===== src/rtl/crf_pkg.sv =====
// crf_pkg: constants for the cpu register file and condition flags
// assumes: used by crf_core and the testbench, every use written crf_pkg::name
package crf_pkg;
  localparam logic [15:0] SP_RESET      = 16'h00FF;
  localparam logic [7:0]  SP_LOW_RESET  = 8'hFF;
  localparam logic [15:0] VEC_RESET     = 16'hFFFE;
  localparam logic [15:0] VEC_SWI       = 16'hFFFC;
  localparam logic [15:0] VEC_SWI_MON   = 16'hFEFC;
  // flag bit positions
  localparam int FLG_C = 0;
  localparam int FLG_Z = 1;
  localparam int FLG_N = 2;
  localparam int FLG_I = 3;
  localparam int FLG_H = 4;
  localparam int FLG_V = 7;
  localparam logic [7:0]  FLAGS_FIXED   = 8'h60;
  localparam logic [7:0]  FLAGS_RESET   = 8'h68;
  // oscillator stabilization delay after stop wake-up
  localparam int          OSC_STAB_NS   = 32;
  localparam int          CLK_NS        = 8;
  localparam int          OSC_STAB_CYC  = (OSC_STAB_NS + CLK_NS - 1) / CLK_NS;
  localparam logic [15:0] OSC_STAB_CNT  = 16'(OSC_STAB_CYC);
  // register port addresses
  localparam logic [2:0]  ADR_ACC       = 3'h0;
  localparam logic [2:0]  ADR_IDX_LO    = 3'h1;
  localparam logic [2:0]  ADR_IDX_HI    = 3'h2;
  localparam logic [2:0]  ADR_SP_LO     = 3'h3;
  localparam logic [2:0]  ADR_SP_HI     = 3'h4;
  localparam logic [2:0]  ADR_PC_LO     = 3'h5;
  localparam logic [2:0]  ADR_PC_HI     = 3'h6;
  localparam logic [2:0]  ADR_FLAGS     = 3'h7;
  // alu operations
  typedef enum logic [3:0] {
    CRF_OP_NONE = 4'h0,
    CRF_OP_ADD  = 4'h1,
    CRF_OP_ADC  = 4'h2,
    CRF_OP_SUB  = 4'h3,
    CRF_OP_AND  = 4'h4,
    CRF_OP_OR   = 4'h5,
    CRF_OP_EOR  = 4'h6,
    CRF_OP_LDA  = 4'h7,
    CRF_OP_ASL  = 4'h8,
    CRF_OP_LSR  = 4'h9,
    CRF_OP_ROL  = 4'hA,
    CRF_OP_ROR  = 4'hB,
    CRF_OP_DAA  = 4'hC
  } crf_alu_e;
  // low-power / interrupt state
  typedef enum logic [2:0] {
    CRF_ST_RUN   = 3'b000,
    CRF_ST_WAIT  = 3'b001,
    CRF_ST_STOP  = 3'b010,
    CRF_ST_STAB  = 3'b011,
    CRF_ST_STACK = 3'b100,
    CRF_ST_VEC   = 3'b101
  } crf_state_e;
endpackage : crf_pkg


===== src/rtl/crf_core.sv =====
// crf_core: programmer-visible registers, flags, interrupt mask, low-power and break
// assumes: sequencer drives one-cycle strobes; memory returns vector words on vec_data
//
// Operation
// - 8-bit accumulator holds operands and takes alu results
// - 16-bit index pair from high and low bytes forms indexed addresses
// - reset loads stack pointer with 00FF
// - reset-stack-low instruction sets low byte FF, keeps high byte
// - stack pointer decrements on push, increments on pull
// - program pointer increments per fetch, loads on jump, branch, interrupt
// - leaving reset loads program pointer from vector at FFFE/FFFF
// - flags register 8 bits, bits 6 and 5 always read one
// - overflow flag shows two's complement overflow
// - half carry set on carry from bit 3 into bit 4 on adds
// - mask set blocks maskable interrupts, clear accepts them
// - interrupt entry stacks registers, then sets mask, then fetches vector
// - interrupt entry never stacks the index high byte
// - after mask clears, highest priority pending request served first
// - return from interrupt restores stacked registers including mask
// - reset sets mask; clear-mask, return, low-power and a flags port write clear it
// - negative flag equals result bit 7
// - carry from bit 7 on add, borrow on subtract, shifts update it
// - wait clears mask, stops clock; irq wake runs interrupt entry, which sets mask
// - stop clears mask, stops clock; clock restarts after stabilization delay
// - enabled break runs software interrupt after instruction, vector per mode
// - return in break handler ends break once request deasserted
//
// Local design decisions: the address map and the strobed register port.
`timescale 1ns/1ns
module crf_core (
  // clock and reset
  input  wire logic        mclk,
  input  wire logic        rstn,
  // register port
  input  wire logic [2:0]  reg_addr,
  input  wire logic [7:0]  reg_wdata,
  input  wire logic        reg_wr,
  input  wire logic        reg_rd,
  output logic      [7:0]  reg_rdata,
  // alu
  input  wire crf_pkg::crf_alu_e alu_op,
  input  wire logic [7:0]  alu_operand,
  // sequencer strobes
  input  wire logic        fetch,
  input  wire logic        jump,
  input  wire logic [15:0] jump_addr,
  input  wire logic        push,
  input  wire logic        pull,
  input  wire logic        reset_stack_low_instr,
  input  wire logic        clear_mask_instr,
  input  wire logic        set_mask_instr,
  input  wire logic        return_from_irq_instr,
  input  wire logic [7:0]  stacked_flags,
  input  wire logic        wait_instr,
  input  wire logic        stop_instr,
  input  wire logic        instr_done,
  input  wire logic        stack_done,
  // interrupts and break
  input  wire logic [7:0]  irq_req,
  input  wire logic [15:0] irq_vec_addr [8],
  input  wire logic        brk_enable,
  input  wire logic        brk_req,
  input  wire logic        monitor_mode,
  // vector fetch
  input  wire logic        vec_valid,
  input  wire logic [15:0] vec_data,
  // outputs
  output logic      [15:0] index_addr,
  output logic      [15:0] stack_ptr,
  output logic      [15:0] instr_pointer,
  output logic      [7:0]  condition_flags,
  output logic             cpu_clk_en,
  output logic             irq_stack_req,
  output logic             vec_fetch_req,
  output logic      [15:0] vec_fetch_addr,
  output logic             in_break
);

////////////////////////////////////////////////////////////////////////////
logic [7:0]          acc_reg;
logic [15:0]         idx_reg;
logic [15:0]         sp_reg;
logic [15:0]         pc_reg;
logic [7:0]          flags_reg;
logic                pc_boot_reg;
logic [15:0]         stab_reg;
logic [2:0]          irq_sel;
logic                irq_any;
logic                brk_take;
crf_pkg::crf_state_e state_reg;
logic [8:0]          sum;
logic [4:0]          half_sum;
logic [7:0]          res;
logic                res_c;
logic                res_v;
logic                alu_act;
logic                mask;

assign mask = flags_reg[crf_pkg::FLG_I];

////////////////////////////////////////////////////////////////////////////
// alu result and flags
always_comb begin
  sum      = 9'h000;
  half_sum = 5'h00;
  res      = acc_reg;
  res_c    = flags_reg[crf_pkg::FLG_C];
  res_v    = 1'b0;
  alu_act  = 1'b1;
  case (alu_op)
    crf_pkg::CRF_OP_ADD, crf_pkg::CRF_OP_ADC: begin
      sum = {1'b0, acc_reg} + {1'b0, alu_operand}
          + {8'h00, alu_op == crf_pkg::CRF_OP_ADC && flags_reg[crf_pkg::FLG_C]};
      half_sum = {1'b0, acc_reg[3:0]} + {1'b0, alu_operand[3:0]}
          + {4'h0, alu_op == crf_pkg::CRF_OP_ADC && flags_reg[crf_pkg::FLG_C]};
      res   = sum[7:0];
      res_c = sum[8];
      res_v = (acc_reg[7] == alu_operand[7]) && (res[7] != acc_reg[7]);
    end
    crf_pkg::CRF_OP_SUB: begin
      sum   = {1'b0, acc_reg} - {1'b0, alu_operand};
      res   = sum[7:0];
      res_c = sum[8];
      res_v = (acc_reg[7] != alu_operand[7]) && (res[7] != acc_reg[7]);
    end
    crf_pkg::CRF_OP_AND: res = acc_reg & alu_operand;
    crf_pkg::CRF_OP_OR:  res = acc_reg | alu_operand;
    crf_pkg::CRF_OP_EOR: res = acc_reg ^ alu_operand;
    crf_pkg::CRF_OP_LDA: res = alu_operand;
    crf_pkg::CRF_OP_ASL: begin
      res   = {acc_reg[6:0], 1'b0};
      res_c = acc_reg[7];
      res_v = acc_reg[7] ^ acc_reg[6];
    end
    crf_pkg::CRF_OP_LSR: begin
      res   = {1'b0, acc_reg[7:1]};
      res_c = acc_reg[0];
      res_v = acc_reg[0];
    end
    crf_pkg::CRF_OP_ROL: begin
      res   = {acc_reg[6:0], flags_reg[crf_pkg::FLG_C]};
      res_c = acc_reg[7];
      res_v = acc_reg[7] ^ acc_reg[6];
    end
    crf_pkg::CRF_OP_ROR: begin
      res   = {flags_reg[crf_pkg::FLG_C], acc_reg[7:1]};
      res_c = acc_reg[0];
      res_v = flags_reg[crf_pkg::FLG_C] ^ acc_reg[0];
    end
    crf_pkg::CRF_OP_DAA: begin
      // decimal correction from half carry and carry
      res = acc_reg;
      if (flags_reg[crf_pkg::FLG_H] || acc_reg[3:0] > 4'h9) res = res + 8'h06;
      if (flags_reg[crf_pkg::FLG_C] || acc_reg > 8'h99) begin
        res   = res + 8'h60;
        res_c = 1'b1;
      end
      res_v = flags_reg[crf_pkg::FLG_V];
    end
    default: alu_act = 1'b0;
  endcase
end

////////////////////////////////////////////////////////////////////////////
// accumulator and index pair
always_ff @(posedge mclk) begin
  if (!rstn) begin
    acc_reg <= 8'h00;
  end else if (reg_wr && reg_addr == crf_pkg::ADR_ACC) begin
    acc_reg <= reg_wdata;
  end else if (alu_act) begin
    acc_reg <= res;
  end
end

always_ff @(posedge mclk) begin
  if (!rstn) begin
    idx_reg <= 16'h0000;
  end else if (reg_wr && reg_addr == crf_pkg::ADR_IDX_LO) begin
    idx_reg[7:0] <= reg_wdata;
  end else if (reg_wr && reg_addr == crf_pkg::ADR_IDX_HI) begin
    idx_reg[15:8] <= reg_wdata;
  end
end

////////////////////////////////////////////////////////////////////////////
// stack pointer; interrupt stacking is done by sequencer push strobes
always_ff @(posedge mclk) begin
  if (!rstn) begin
    sp_reg <= crf_pkg::SP_RESET;
  end else if (reset_stack_low_instr) begin
    sp_reg[7:0] <= crf_pkg::SP_LOW_RESET;
  end else if (reg_wr && reg_addr == crf_pkg::ADR_SP_LO) begin
    sp_reg[7:0] <= reg_wdata;
  end else if (reg_wr && reg_addr == crf_pkg::ADR_SP_HI) begin
    sp_reg[15:8] <= reg_wdata;
  end else if (push) begin
    sp_reg <= sp_reg - 16'h0001;
  end else if (pull) begin
    sp_reg <= sp_reg + 16'h0001;
  end
end

////////////////////////////////////////////////////////////////////////////
// interrupt arbitration: lowest index is highest priority
always_comb begin
  irq_sel = 3'h0;
  irq_any = 1'b0;
  for (int i = 7; i >= 0; i--) begin
    if (irq_req[i]) begin
      irq_sel = 3'(i);
      irq_any = 1'b1;
    end
  end
end

assign brk_take = brk_enable && brk_req && !in_break;

////////////////////////////////////////////////////////////////////////////
// sequencing of interrupt entry and low-power modes
always_ff @(posedge mclk) begin
  if (!rstn) begin
    state_reg      <= crf_pkg::CRF_ST_RUN;
    stab_reg       <= 16'h0000;
    vec_fetch_addr <= crf_pkg::VEC_RESET;
    in_break       <= 1'b0;
  end else begin
    case (state_reg)
      crf_pkg::CRF_ST_RUN: begin
        if (instr_done && brk_take) begin
          state_reg      <= crf_pkg::CRF_ST_STACK;
          in_break       <= 1'b1;
          vec_fetch_addr <= monitor_mode ? crf_pkg::VEC_SWI_MON : crf_pkg::VEC_SWI;
        end else if (instr_done && irq_any && !mask) begin
          state_reg      <= crf_pkg::CRF_ST_STACK;
          vec_fetch_addr <= irq_vec_addr[irq_sel];
        end else if (wait_instr) begin
          state_reg <= crf_pkg::CRF_ST_WAIT;
        end else if (stop_instr) begin
          state_reg <= crf_pkg::CRF_ST_STOP;
        end
        if (return_from_irq_instr && in_break && !brk_req) begin
          in_break <= 1'b0;
        end
      end
      crf_pkg::CRF_ST_WAIT, crf_pkg::CRF_ST_STOP: begin
        if (irq_any) begin
          vec_fetch_addr <= irq_vec_addr[irq_sel];
          stab_reg       <= crf_pkg::OSC_STAB_CNT;
          state_reg      <= (state_reg == crf_pkg::CRF_ST_STOP)
                            ? crf_pkg::CRF_ST_STAB : crf_pkg::CRF_ST_STACK;
        end
      end
      crf_pkg::CRF_ST_STAB: begin
        stab_reg <= stab_reg - 16'h0001;
        if (stab_reg == 16'h0001) state_reg <= crf_pkg::CRF_ST_STACK;
      end
      crf_pkg::CRF_ST_STACK: begin
        if (stack_done) state_reg <= crf_pkg::CRF_ST_VEC;
      end
      crf_pkg::CRF_ST_VEC: begin
        if (vec_valid) state_reg <= crf_pkg::CRF_ST_RUN;
      end
      default: state_reg <= crf_pkg::CRF_ST_RUN;
    endcase
  end
end

always_ff @(posedge mclk) begin
  if (!rstn) begin
    cpu_clk_en    <= 1'b1;
    irq_stack_req <= 1'b0;
    vec_fetch_req <= 1'b0;
  end else begin
    cpu_clk_en    <= (state_reg != crf_pkg::CRF_ST_WAIT) && (state_reg != crf_pkg::CRF_ST_STOP)
                  && (state_reg != crf_pkg::CRF_ST_STAB) && !wait_instr && !stop_instr;
    // stacking excludes the index high byte
    irq_stack_req <= (state_reg == crf_pkg::CRF_ST_STACK) && !stack_done;
    vec_fetch_req <= (state_reg == crf_pkg::CRF_ST_VEC && !vec_valid)
                  || (pc_boot_reg && !vec_valid);
  end
end

////////////////////////////////////////////////////////////////////////////
// program pointer
always_ff @(posedge mclk) begin
  if (!rstn) begin
    pc_reg      <= 16'h0000;
    pc_boot_reg <= 1'b1;
  end else if (pc_boot_reg) begin
    if (vec_valid) begin
      pc_reg      <= vec_data;
      pc_boot_reg <= 1'b0;
    end
  end else if (state_reg == crf_pkg::CRF_ST_VEC && vec_valid) begin
    pc_reg <= vec_data;
  end else if (jump) begin
    pc_reg <= jump_addr;
  end else if (reg_wr && reg_addr == crf_pkg::ADR_PC_LO) begin
    pc_reg[7:0] <= reg_wdata;
  end else if (reg_wr && reg_addr == crf_pkg::ADR_PC_HI) begin
    pc_reg[15:8] <= reg_wdata;
  end else if (fetch) begin
    pc_reg <= pc_reg + 16'h0001;
  end
end

////////////////////////////////////////////////////////////////////////////
// condition flags
always_ff @(posedge mclk) begin
  if (!rstn) begin
    flags_reg <= crf_pkg::FLAGS_RESET;
  end else begin
    if (alu_act) begin
      flags_reg[crf_pkg::FLG_N] <= res[7];
      flags_reg[crf_pkg::FLG_Z] <= (res == 8'h00);
      if (alu_op != crf_pkg::CRF_OP_AND && alu_op != crf_pkg::CRF_OP_OR
          && alu_op != crf_pkg::CRF_OP_EOR && alu_op != crf_pkg::CRF_OP_LDA) begin
        flags_reg[crf_pkg::FLG_C] <= res_c;
        flags_reg[crf_pkg::FLG_V] <= res_v;
      end else begin
        flags_reg[crf_pkg::FLG_V] <= 1'b0;
      end
      if (alu_op == crf_pkg::CRF_OP_ADD || alu_op == crf_pkg::CRF_OP_ADC) begin
        flags_reg[crf_pkg::FLG_H] <= half_sum[4];
      end
    end
    if (reg_wr && reg_addr == crf_pkg::ADR_FLAGS) begin
      flags_reg <= reg_wdata | crf_pkg::FLAGS_FIXED;
    end
    if (return_from_irq_instr) begin
      flags_reg <= stacked_flags | crf_pkg::FLAGS_FIXED;
    end else if (state_reg == crf_pkg::CRF_ST_STACK && stack_done) begin
      flags_reg[crf_pkg::FLG_I] <= 1'b1;
    end else if (clear_mask_instr || wait_instr || stop_instr) begin
      flags_reg[crf_pkg::FLG_I] <= 1'b0;
    end else if (set_mask_instr) begin
      flags_reg[crf_pkg::FLG_I] <= 1'b1;
    end
  end
end

////////////////////////////////////////////////////////////////////////////
// read port and outputs
always_ff @(posedge mclk) begin
  if (!rstn) begin
    reg_rdata <= 8'h00;
  end else if (reg_rd) begin
    case (reg_addr)
      crf_pkg::ADR_ACC:    reg_rdata <= acc_reg;
      crf_pkg::ADR_IDX_LO: reg_rdata <= idx_reg[7:0];
      crf_pkg::ADR_IDX_HI: reg_rdata <= idx_reg[15:8];
      crf_pkg::ADR_SP_LO:  reg_rdata <= sp_reg[7:0];
      crf_pkg::ADR_SP_HI:  reg_rdata <= sp_reg[15:8];
      crf_pkg::ADR_PC_LO:  reg_rdata <= pc_reg[7:0];
      crf_pkg::ADR_PC_HI:  reg_rdata <= pc_reg[15:8];
      default:             reg_rdata <= flags_reg | crf_pkg::FLAGS_FIXED;
    endcase
  end else begin
    reg_rdata <= 8'h00;
  end
end

always_ff @(posedge mclk) begin
  if (!rstn) begin
    index_addr      <= 16'h0000;
    stack_ptr       <= crf_pkg::SP_RESET;
    instr_pointer   <= 16'h0000;
    condition_flags <= crf_pkg::FLAGS_RESET;
  end else begin
    index_addr      <= idx_reg;
    stack_ptr       <= sp_reg;
    instr_pointer   <= pc_reg;
    condition_flags <= flags_reg | crf_pkg::FLAGS_FIXED;
  end
end

////////////////////////////////////////////////////////////////////////////
// checks
sp_reset_val_a: assert property (@(posedge mclk) !rstn |=> sp_reg == 16'h00FF)
  else $error("stack pointer not 00FF after reset");
sp_low_set_a: assert property (@(posedge mclk) disable iff (!rstn)
  reset_stack_low_instr |=> sp_reg == {$past(sp_reg[15:8]), 8'hFF})
  else $error("reset stack low failed");
sp_push_dec_a: assert property (@(posedge mclk) disable iff (!rstn)
  push && !reset_stack_low_instr && !reg_wr |=> sp_reg == $past(sp_reg) - 16'h0001)
  else $error("push did not decrement stack pointer");
flags_fixed_a: assert property (@(posedge mclk) disable iff (!rstn)
  flags_reg[6:5] == 2'b11)
  else $error("fixed flag bits not one");
mask_reset_a: assert property (@(posedge mclk) !rstn |=> mask)
  else $error("mask not set after reset");
mask_blocks_a: assert property (@(posedge mclk) disable iff (!rstn)
  state_reg == crf_pkg::CRF_ST_RUN && mask && !brk_take |=>
  state_reg != crf_pkg::CRF_ST_STACK)
  else $error("masked interrupt taken");
entry_order_a: assert property (@(posedge mclk) disable iff (!rstn)
  state_reg == crf_pkg::CRF_ST_STACK && stack_done && !return_from_irq_instr |=>
  mask && state_reg == crf_pkg::CRF_ST_VEC)
  else $error("mask not set before vector fetch");
zero_flag_a: assert property (@(posedge mclk) disable iff (!rstn)
  alu_act && !reg_wr && !return_from_irq_instr |=>
  flags_reg[crf_pkg::FLG_Z] == ($past(res) == 8'h00))
  else $error("zero flag wrong");
stop_stab_a: assert property (@(posedge mclk) disable iff (!rstn)
  state_reg == crf_pkg::CRF_ST_STOP && irq_any |=> !cpu_clk_en [*4])
  else $error("clock restarted before stabilization");

endmodule : crf_core


===== config.mk =====
export PLATFORM = sky130hd
export DESIGN_NAME = crf_core
export DESIGN_NICKNAME = d
export VERILOG_FILES = /design/src/rtl/crf_pkg.sv /design/src/rtl/crf_core.sv
export SDC_FILE = /design/constraint.sdc
export NUM_CORES = 1
export LEC_CHECK = 0
export BUFFER_PORTS_ARGS = -buffer_cell sky130_fd_sc_hd__buf_2
export CAP_MARGIN = 0
export CORE_UTILIZATION = 55
export CTS_BUF_LIST = sky130_fd_sc_hd__clkbuf_4
export DETAILED_ROUTE_END_ITERATION = 8
export GPL_TIMING_DRIVEN = 1
export PLACE_DENSITY_LB_ADDON = 0.2
export SLEW_MARGIN = 25
export SYNTH_ARGS = -nofsm -noshare
export SYNTH_HDL_FRONTEND = slang
export SYNTH_SLANG_ARGS = --single-unit

===== constraint.sdc =====
create_clock -name mclk -period 6.31 [get_ports mclk]
set_clock_uncertainty 0.15 [all_clocks]
set_input_delay 1.893 -clock mclk [delete_from_list [all_inputs] [get_ports mclk]]
set_output_delay 1.893 -clock mclk [all_outputs]
set_load 0.005 [all_outputs]

; ---- Yosys cells after proc, flatten, opt, wreduce, memory -nomap -nowiden
; Index checks and enable logic that the tools add are counted.
[word_totals]
ff_bits = 166
inputBits = 219
out_inout_bits = 84
[classes]
add_sub_neg = 11
magnitude_cmp = 3
n_eq_ne = 48
n_mux = 79
n_bitwise = 10
n_reduce_logical = 78
[ops]
columns = operator, count
row1 = $mux W16, 13
row2 = $mux W8, 13
row3 = $pmux W8 S11, 1
row4 = $pmux W16 S2, 2
row5 = $mux W3, 19
row6 = $pmux W8 S7, 1
row7 = $bmux W16 S3, 1
row8 = $add A16 B1 Y16 const B, 2
row9 = $sub A16 B1 Y16 const B, 2
row10 = $logic_and A1 B1 Y1, 30
row11 = $mux W1, 23
row12 = $eq A4 B4 Y1 const B, 5
row13 = $eq A3 B3 Y1 const B, 6
row14 = $eq A16 B1 Y1 const B, 1
row15 = $eq A4 B3 Y1 const B, 4
row16 = $ne A4 B3 Y1 const B, 4
row17 = $pmux W3 S5, 1
row18 = $reduce_bool A3 Y1, 5
row19 = $reduce_bool A5 Y1, 3
row20 = $reduce_and A2 Y1, 7
row21 = $eq A3 B2 Y1 const B, 4
row22 = $ne A2 B2 Y1 const B, 6
row23 = $ne A4 B4 Y1 const B, 3
row24 = $reduce_and A3 Y1, 4
row25 = other kinds (40), 69

; ---- Longest topological paths before layout
[logic_depth]
ltp_word = 15
ltp_mapped = 15
ltp_nobuf = 12

; ---- Least setup slack after synthesis
; OpenSTA, ideal clock, no wires.
[synth_timing]
path_kind = in2reg
start = input port alu_op[0]
end = register flags_reg[1]
t_arrival_ns = 4.923
required_ns = 6.101
setup_slack_ns = 1.178
stages = 15
path_buffers = 3
cell_sequence = buf_2 -> buf_1 -> clkbuf_1 -> nor2_1 -> nand3_1 -> fa_1 -> fa_1 -> nand2b_1 -> a21oi_1 -> or2_0 -> o221ai_1 -> a211o_1 -> nor4_1 -> a31o_2 -> a41o_1
[synth_via]
elab_chain_cells = 8
[synth_lines]
columns = element, line_no
row1 = from (decl), crf_core.sv:41  ; input wire crf_pkg::crf_alu_e alu_op,
row2 = $eq A4 B2 Y1, "crf_core.sv:110, crf_core.sv:113"
row3 = $logic_and A1 B1 Y1, crf_core.sv:113  ; + {8'h00, alu_op == crf_pkg::CRF_OP_ADC && flags_reg[crf_pkg::FLG_C]};
row4 = $add A9 B1 Y9, crf_core.sv:113
row5 = $pmux W8 S11, crf_core.sv:110  ; case (alu_op)
row6 = $logic_not A8 Y1, crf_core.sv:316  ; flags_reg[crf_pkg::FLG_Z] <= (res == 8'h00);
row7 = $mux W3, crf_core.sv:314  ; if (alu_act) begin
row8 = $mux W8, crf_core.sv:328  ; if (reg_wr && reg_addr == crf_pkg::ADR_FLAGS) begin
row9 = $mux W3, crf_core.sv:331  ; if (return_from_irq_instr) begin
row10 = "to (signal, indexed assignment)", crf_core.sv:315  ; flags_reg[crf_pkg::FLG_N] <= res[7];
row11 = "to (signal, indexed assignment)", crf_core.sv:316
row12 = to (signal assigned), crf_core.sv:329  ; flags_reg <= reg_wdata | crf_pkg::FLAGS_FIXED;
row13 = to (decl), crf_core.sv:84  ; logic [7:0] flags_reg;
; Parallel ways exist; a longest one is shown, timed or not. The select of a mux whose other input is x is not followed.
; A chain may end at the register's enable or synchronous reset.

; ---- Worst setup path in the final report
[layout_timing]
start = input port alu_op[1]
end = register flags_reg[1]
; The elaborated chain is that of the path after synthesis.

==> flow_summary.yaml <==
timing:
  rsz0062_at_grt: "no"
  relSlewSlack_pct: 33.2
  slew_viol_final: 0
  timing.final.crit_share_pct: 79.5
  worst_pin_slew_ns: 0.998
  fmax_mhz: 199
  fin_crit_ns: 5.01
  setup_ws_ns: 1.30
  whs_ns: 0.346
  hold_viol_final: 0
  setup_viol_count_final: 0
  fin_setup_tns_ns: 0
yosys:
  async_flop_share_pct: 0
  netlist_area_sq_mm: 0.0109
  synth_enable_flop_cells: 0
  syn_area_per_cell_sq_um: 8.25
  yosys-mux-area-fraction_pct: 11.6
  synthFlopType: "dfxtp_1"
  synth-simple-area-share_pct: 22.5
  synth.distinct_cells: 86
  syn_inst: 1316
  ys_seq_elements: 164
  synth-compound-area-share_pct: 21.2
  synth_top_family_by_area: "simple AND/OR/NAND/NOR gates"
  synth-xor-area-share_pct: 3.06
  ys_warn_count: 0
  synth_fa_ha_area_share_pct: 6.01
  seq_area_frac_synth_pct: 30.2
critical_path:
  crit_fanout: 25
  cp_slowest_cell: "fa_1"
  crit_arrival_ns: 5.39
  critPathMaxStageDelay_ns: 0.44
  crit_family: "simple AND/OR/NAND/NOR gates"
  crit_buf_inv: 1
  critPathKind: "input port to register"
  required_ns: 6.69
  reg2reg_depth: 11
  critPathCaptureType: "register"
  cp-start-kind: "input port"
  path_cells: "buf_2 -> nor2b_1 -> nand3_1 -> fa_1 -> fa_1 -> nand2b_1 -> a21oi_1 -> or2_0 -> o221ai_1 -> a211o_1 -> nor4_1 -> a31o_2 -> a41o_1"
  crit_cells: 13
  path_common_cell: "fa_1"
place:
  placed_area_sq_mm: 0.0124
  hpwlAfterDp_microns: 26100
  port_buffers: 298
  dp.cells: 1793
  pre_cts_ws_ns: 0.730
  gp_congestion: 0.992
floorplanning:
  core_sq_mm: 0.0194
  die_h_microns: 143
  io_pins: 303
  die_x_microns: 143
  dieArea_sq_mm: 0.0203
  fp-row-count: 51
  start_util_pct: 56.0
grt:
  grt_max_degree: 59
  antenna_found_initial: 2
  grt_pass1_wl_microns: 51800
  grt_usage_pct: 33.2
  grt_overflow: 0
  first_global_vias: 9476
pwr:
  ir_drop_v: 0.000111
  powerDensity_mw_per_mm2: 231
  clkPwrFrac_pct: 23.3
  p_total_mw: 2.94
  power.switching_mw: 1.11
  sw_frac_of_total_pct: 37.8
  combPwrFrac_pct: 33.0
  leakage_nw: 5.52
  intPower_mw: 1.83
  power_frac_seq_pct: 43.7
clock_tree:
  cts_setup_buffers: 0
  clockRootBuffer: "clkbuf_4"
  cts.clk_slew.worst_paths_ns: 0.14
  holdBufCountCts: 0
  cts_max_path_buffers: 2
  cts-resized-gates: 0
  htreeDepth: 4
  insertion_delay_ns: 0.59
  cts.sinks: 164
  cts_tree: "done"
  numCtsBuffers: 17
detailed_routing:
  ant_nets: 0
  drt_drc_violations_left: 0
  post_drt_wl_per_cell_microns: 19.0
  vias_per_cell: 5.99
  routed_wl_microns: 34600
  drt-pass1-iter-count: 7
  vias: 10900
  drtIter0Drc: 1241
hold_path:
  hold_depth: 2
  holdCritPathClass: "register to register"
cells_and_area:
  fin_util_pct: 65.4
  layout.cells.non_filler: 1826
  drive_gt1_share_pct: 25.6
  fin_area_sq_mm: 0.0127
  area_delta_synth_final_pct: 16.8
  layout.nets: 1815
run_status:
  status: "complete, no violations"
flow_run:
  maxCapViolations: 0
==> cells in the final DEF (no fill, tap or decap), types with 8 or more instances in the layout <==
cell type and instances:
ha_1 45, o22ai_1 24, o21ai_0 76, buf_2 297, a221oi_1 10, a21oi_1 82
nand4_1 11, or3_1 10, nor3_1 30, a211oi_1 21, nand3_1 31, o211ai_1 23
clkbuf_4 17, nand2_1 134, xor2_1 13, mux2_2 8, mux2i_1 38, nor2b_1 31
a31oi_1 8, mux4_2 35, nor4_1 11, xnor2_1 25, nand2b_1 21, and2_1 58
a21boi_0 23, nor2_1 124, inv_1 43, dfxtp_1 164
==> path summary, 6_finish.rpt <==
path	slack (ns)	end	start
min	0.35	vec_fetch_addr[2]	vec_fetch_addr[2]
min reg2reg	0.35	vec_fetch_addr[2]	vec_fetch_addr[2]
max	1.30	flags_reg[1]	alu_op[1]
max reg2reg	2.68	flags_reg[1]	acc_reg[0]
==> per-layer routing <==
metal / part of all wire (%) / up-vias / GRT usage [%]
met4: 1.9 / 2 / 8.43
met3: 10 / 51 / 7.34
met1: 45 / 5120 / 49.2
li1: - / 5210 / -
met2: 43 / 548 / 48.3
met5: 0.035 / - / 0
==> logic make-up after synthesis <==
family,Yosys count
and+or+nand+nor,493
AOI/OAI and AO/OA,352
DFF,164
buffers and inverters,137
muxes,81
adders and majority gates,50
xor gates and xnor gates,38
other,1
==> layout make-up <==
type	instances	area (sq um)
multi-input combinational	1016	7050
fill	1747	6710
sequential	164	3280
timing repair buffer	304	1540
tap	265	332
clock inverter	15	194
inverter	44	165
clock buffer	17	128
antenna	1	2.50
==> cells in the mapped netlist, types with 35 or more instances <==
| library cell | instances | area share (%) |
|---|---|---|
| dfxtp_1 | 164 | 30 |
| inv_1 | 43 | 1.5 |
| o21ai_0 | 76 | 3.5 |
| mux4_2 | 35 | 7.3 |
| a21oi_1 | 82 | 3.8 |
| clkbuf_1 | 61 | 2.1 |
| nand2_1 | 134 | 4.6 |
| ha_1 | 45 | 5.2 |
| and2_1 | 58 | 3.3 |
| mux2i_1 | 38 | 3.5 |
| nor2_1 | 124 | 4.3 |
==> power by group through the flow <==
stage / clock, mW / combinational [mW] / sequential, mW
finish: 0.683 / 0.970 / 1.28
global route: 0.735 / 1.08 / 1.30
CTS: 0.694 / 0.957 / 1.28
detailed placement: 0 / 0.952 / 1.30
global placement: 0 / 0.933 / 1.30
floorplan: 0 / 0.692 / 1.24
==> tightest hold or removal path, stage by stage, from the launching register on <==
cell,delay (ns)
dfxtp_1,0.35
nor2_1,0.04
nor2_1,0.08
Power figures use the tool's default switching activity.
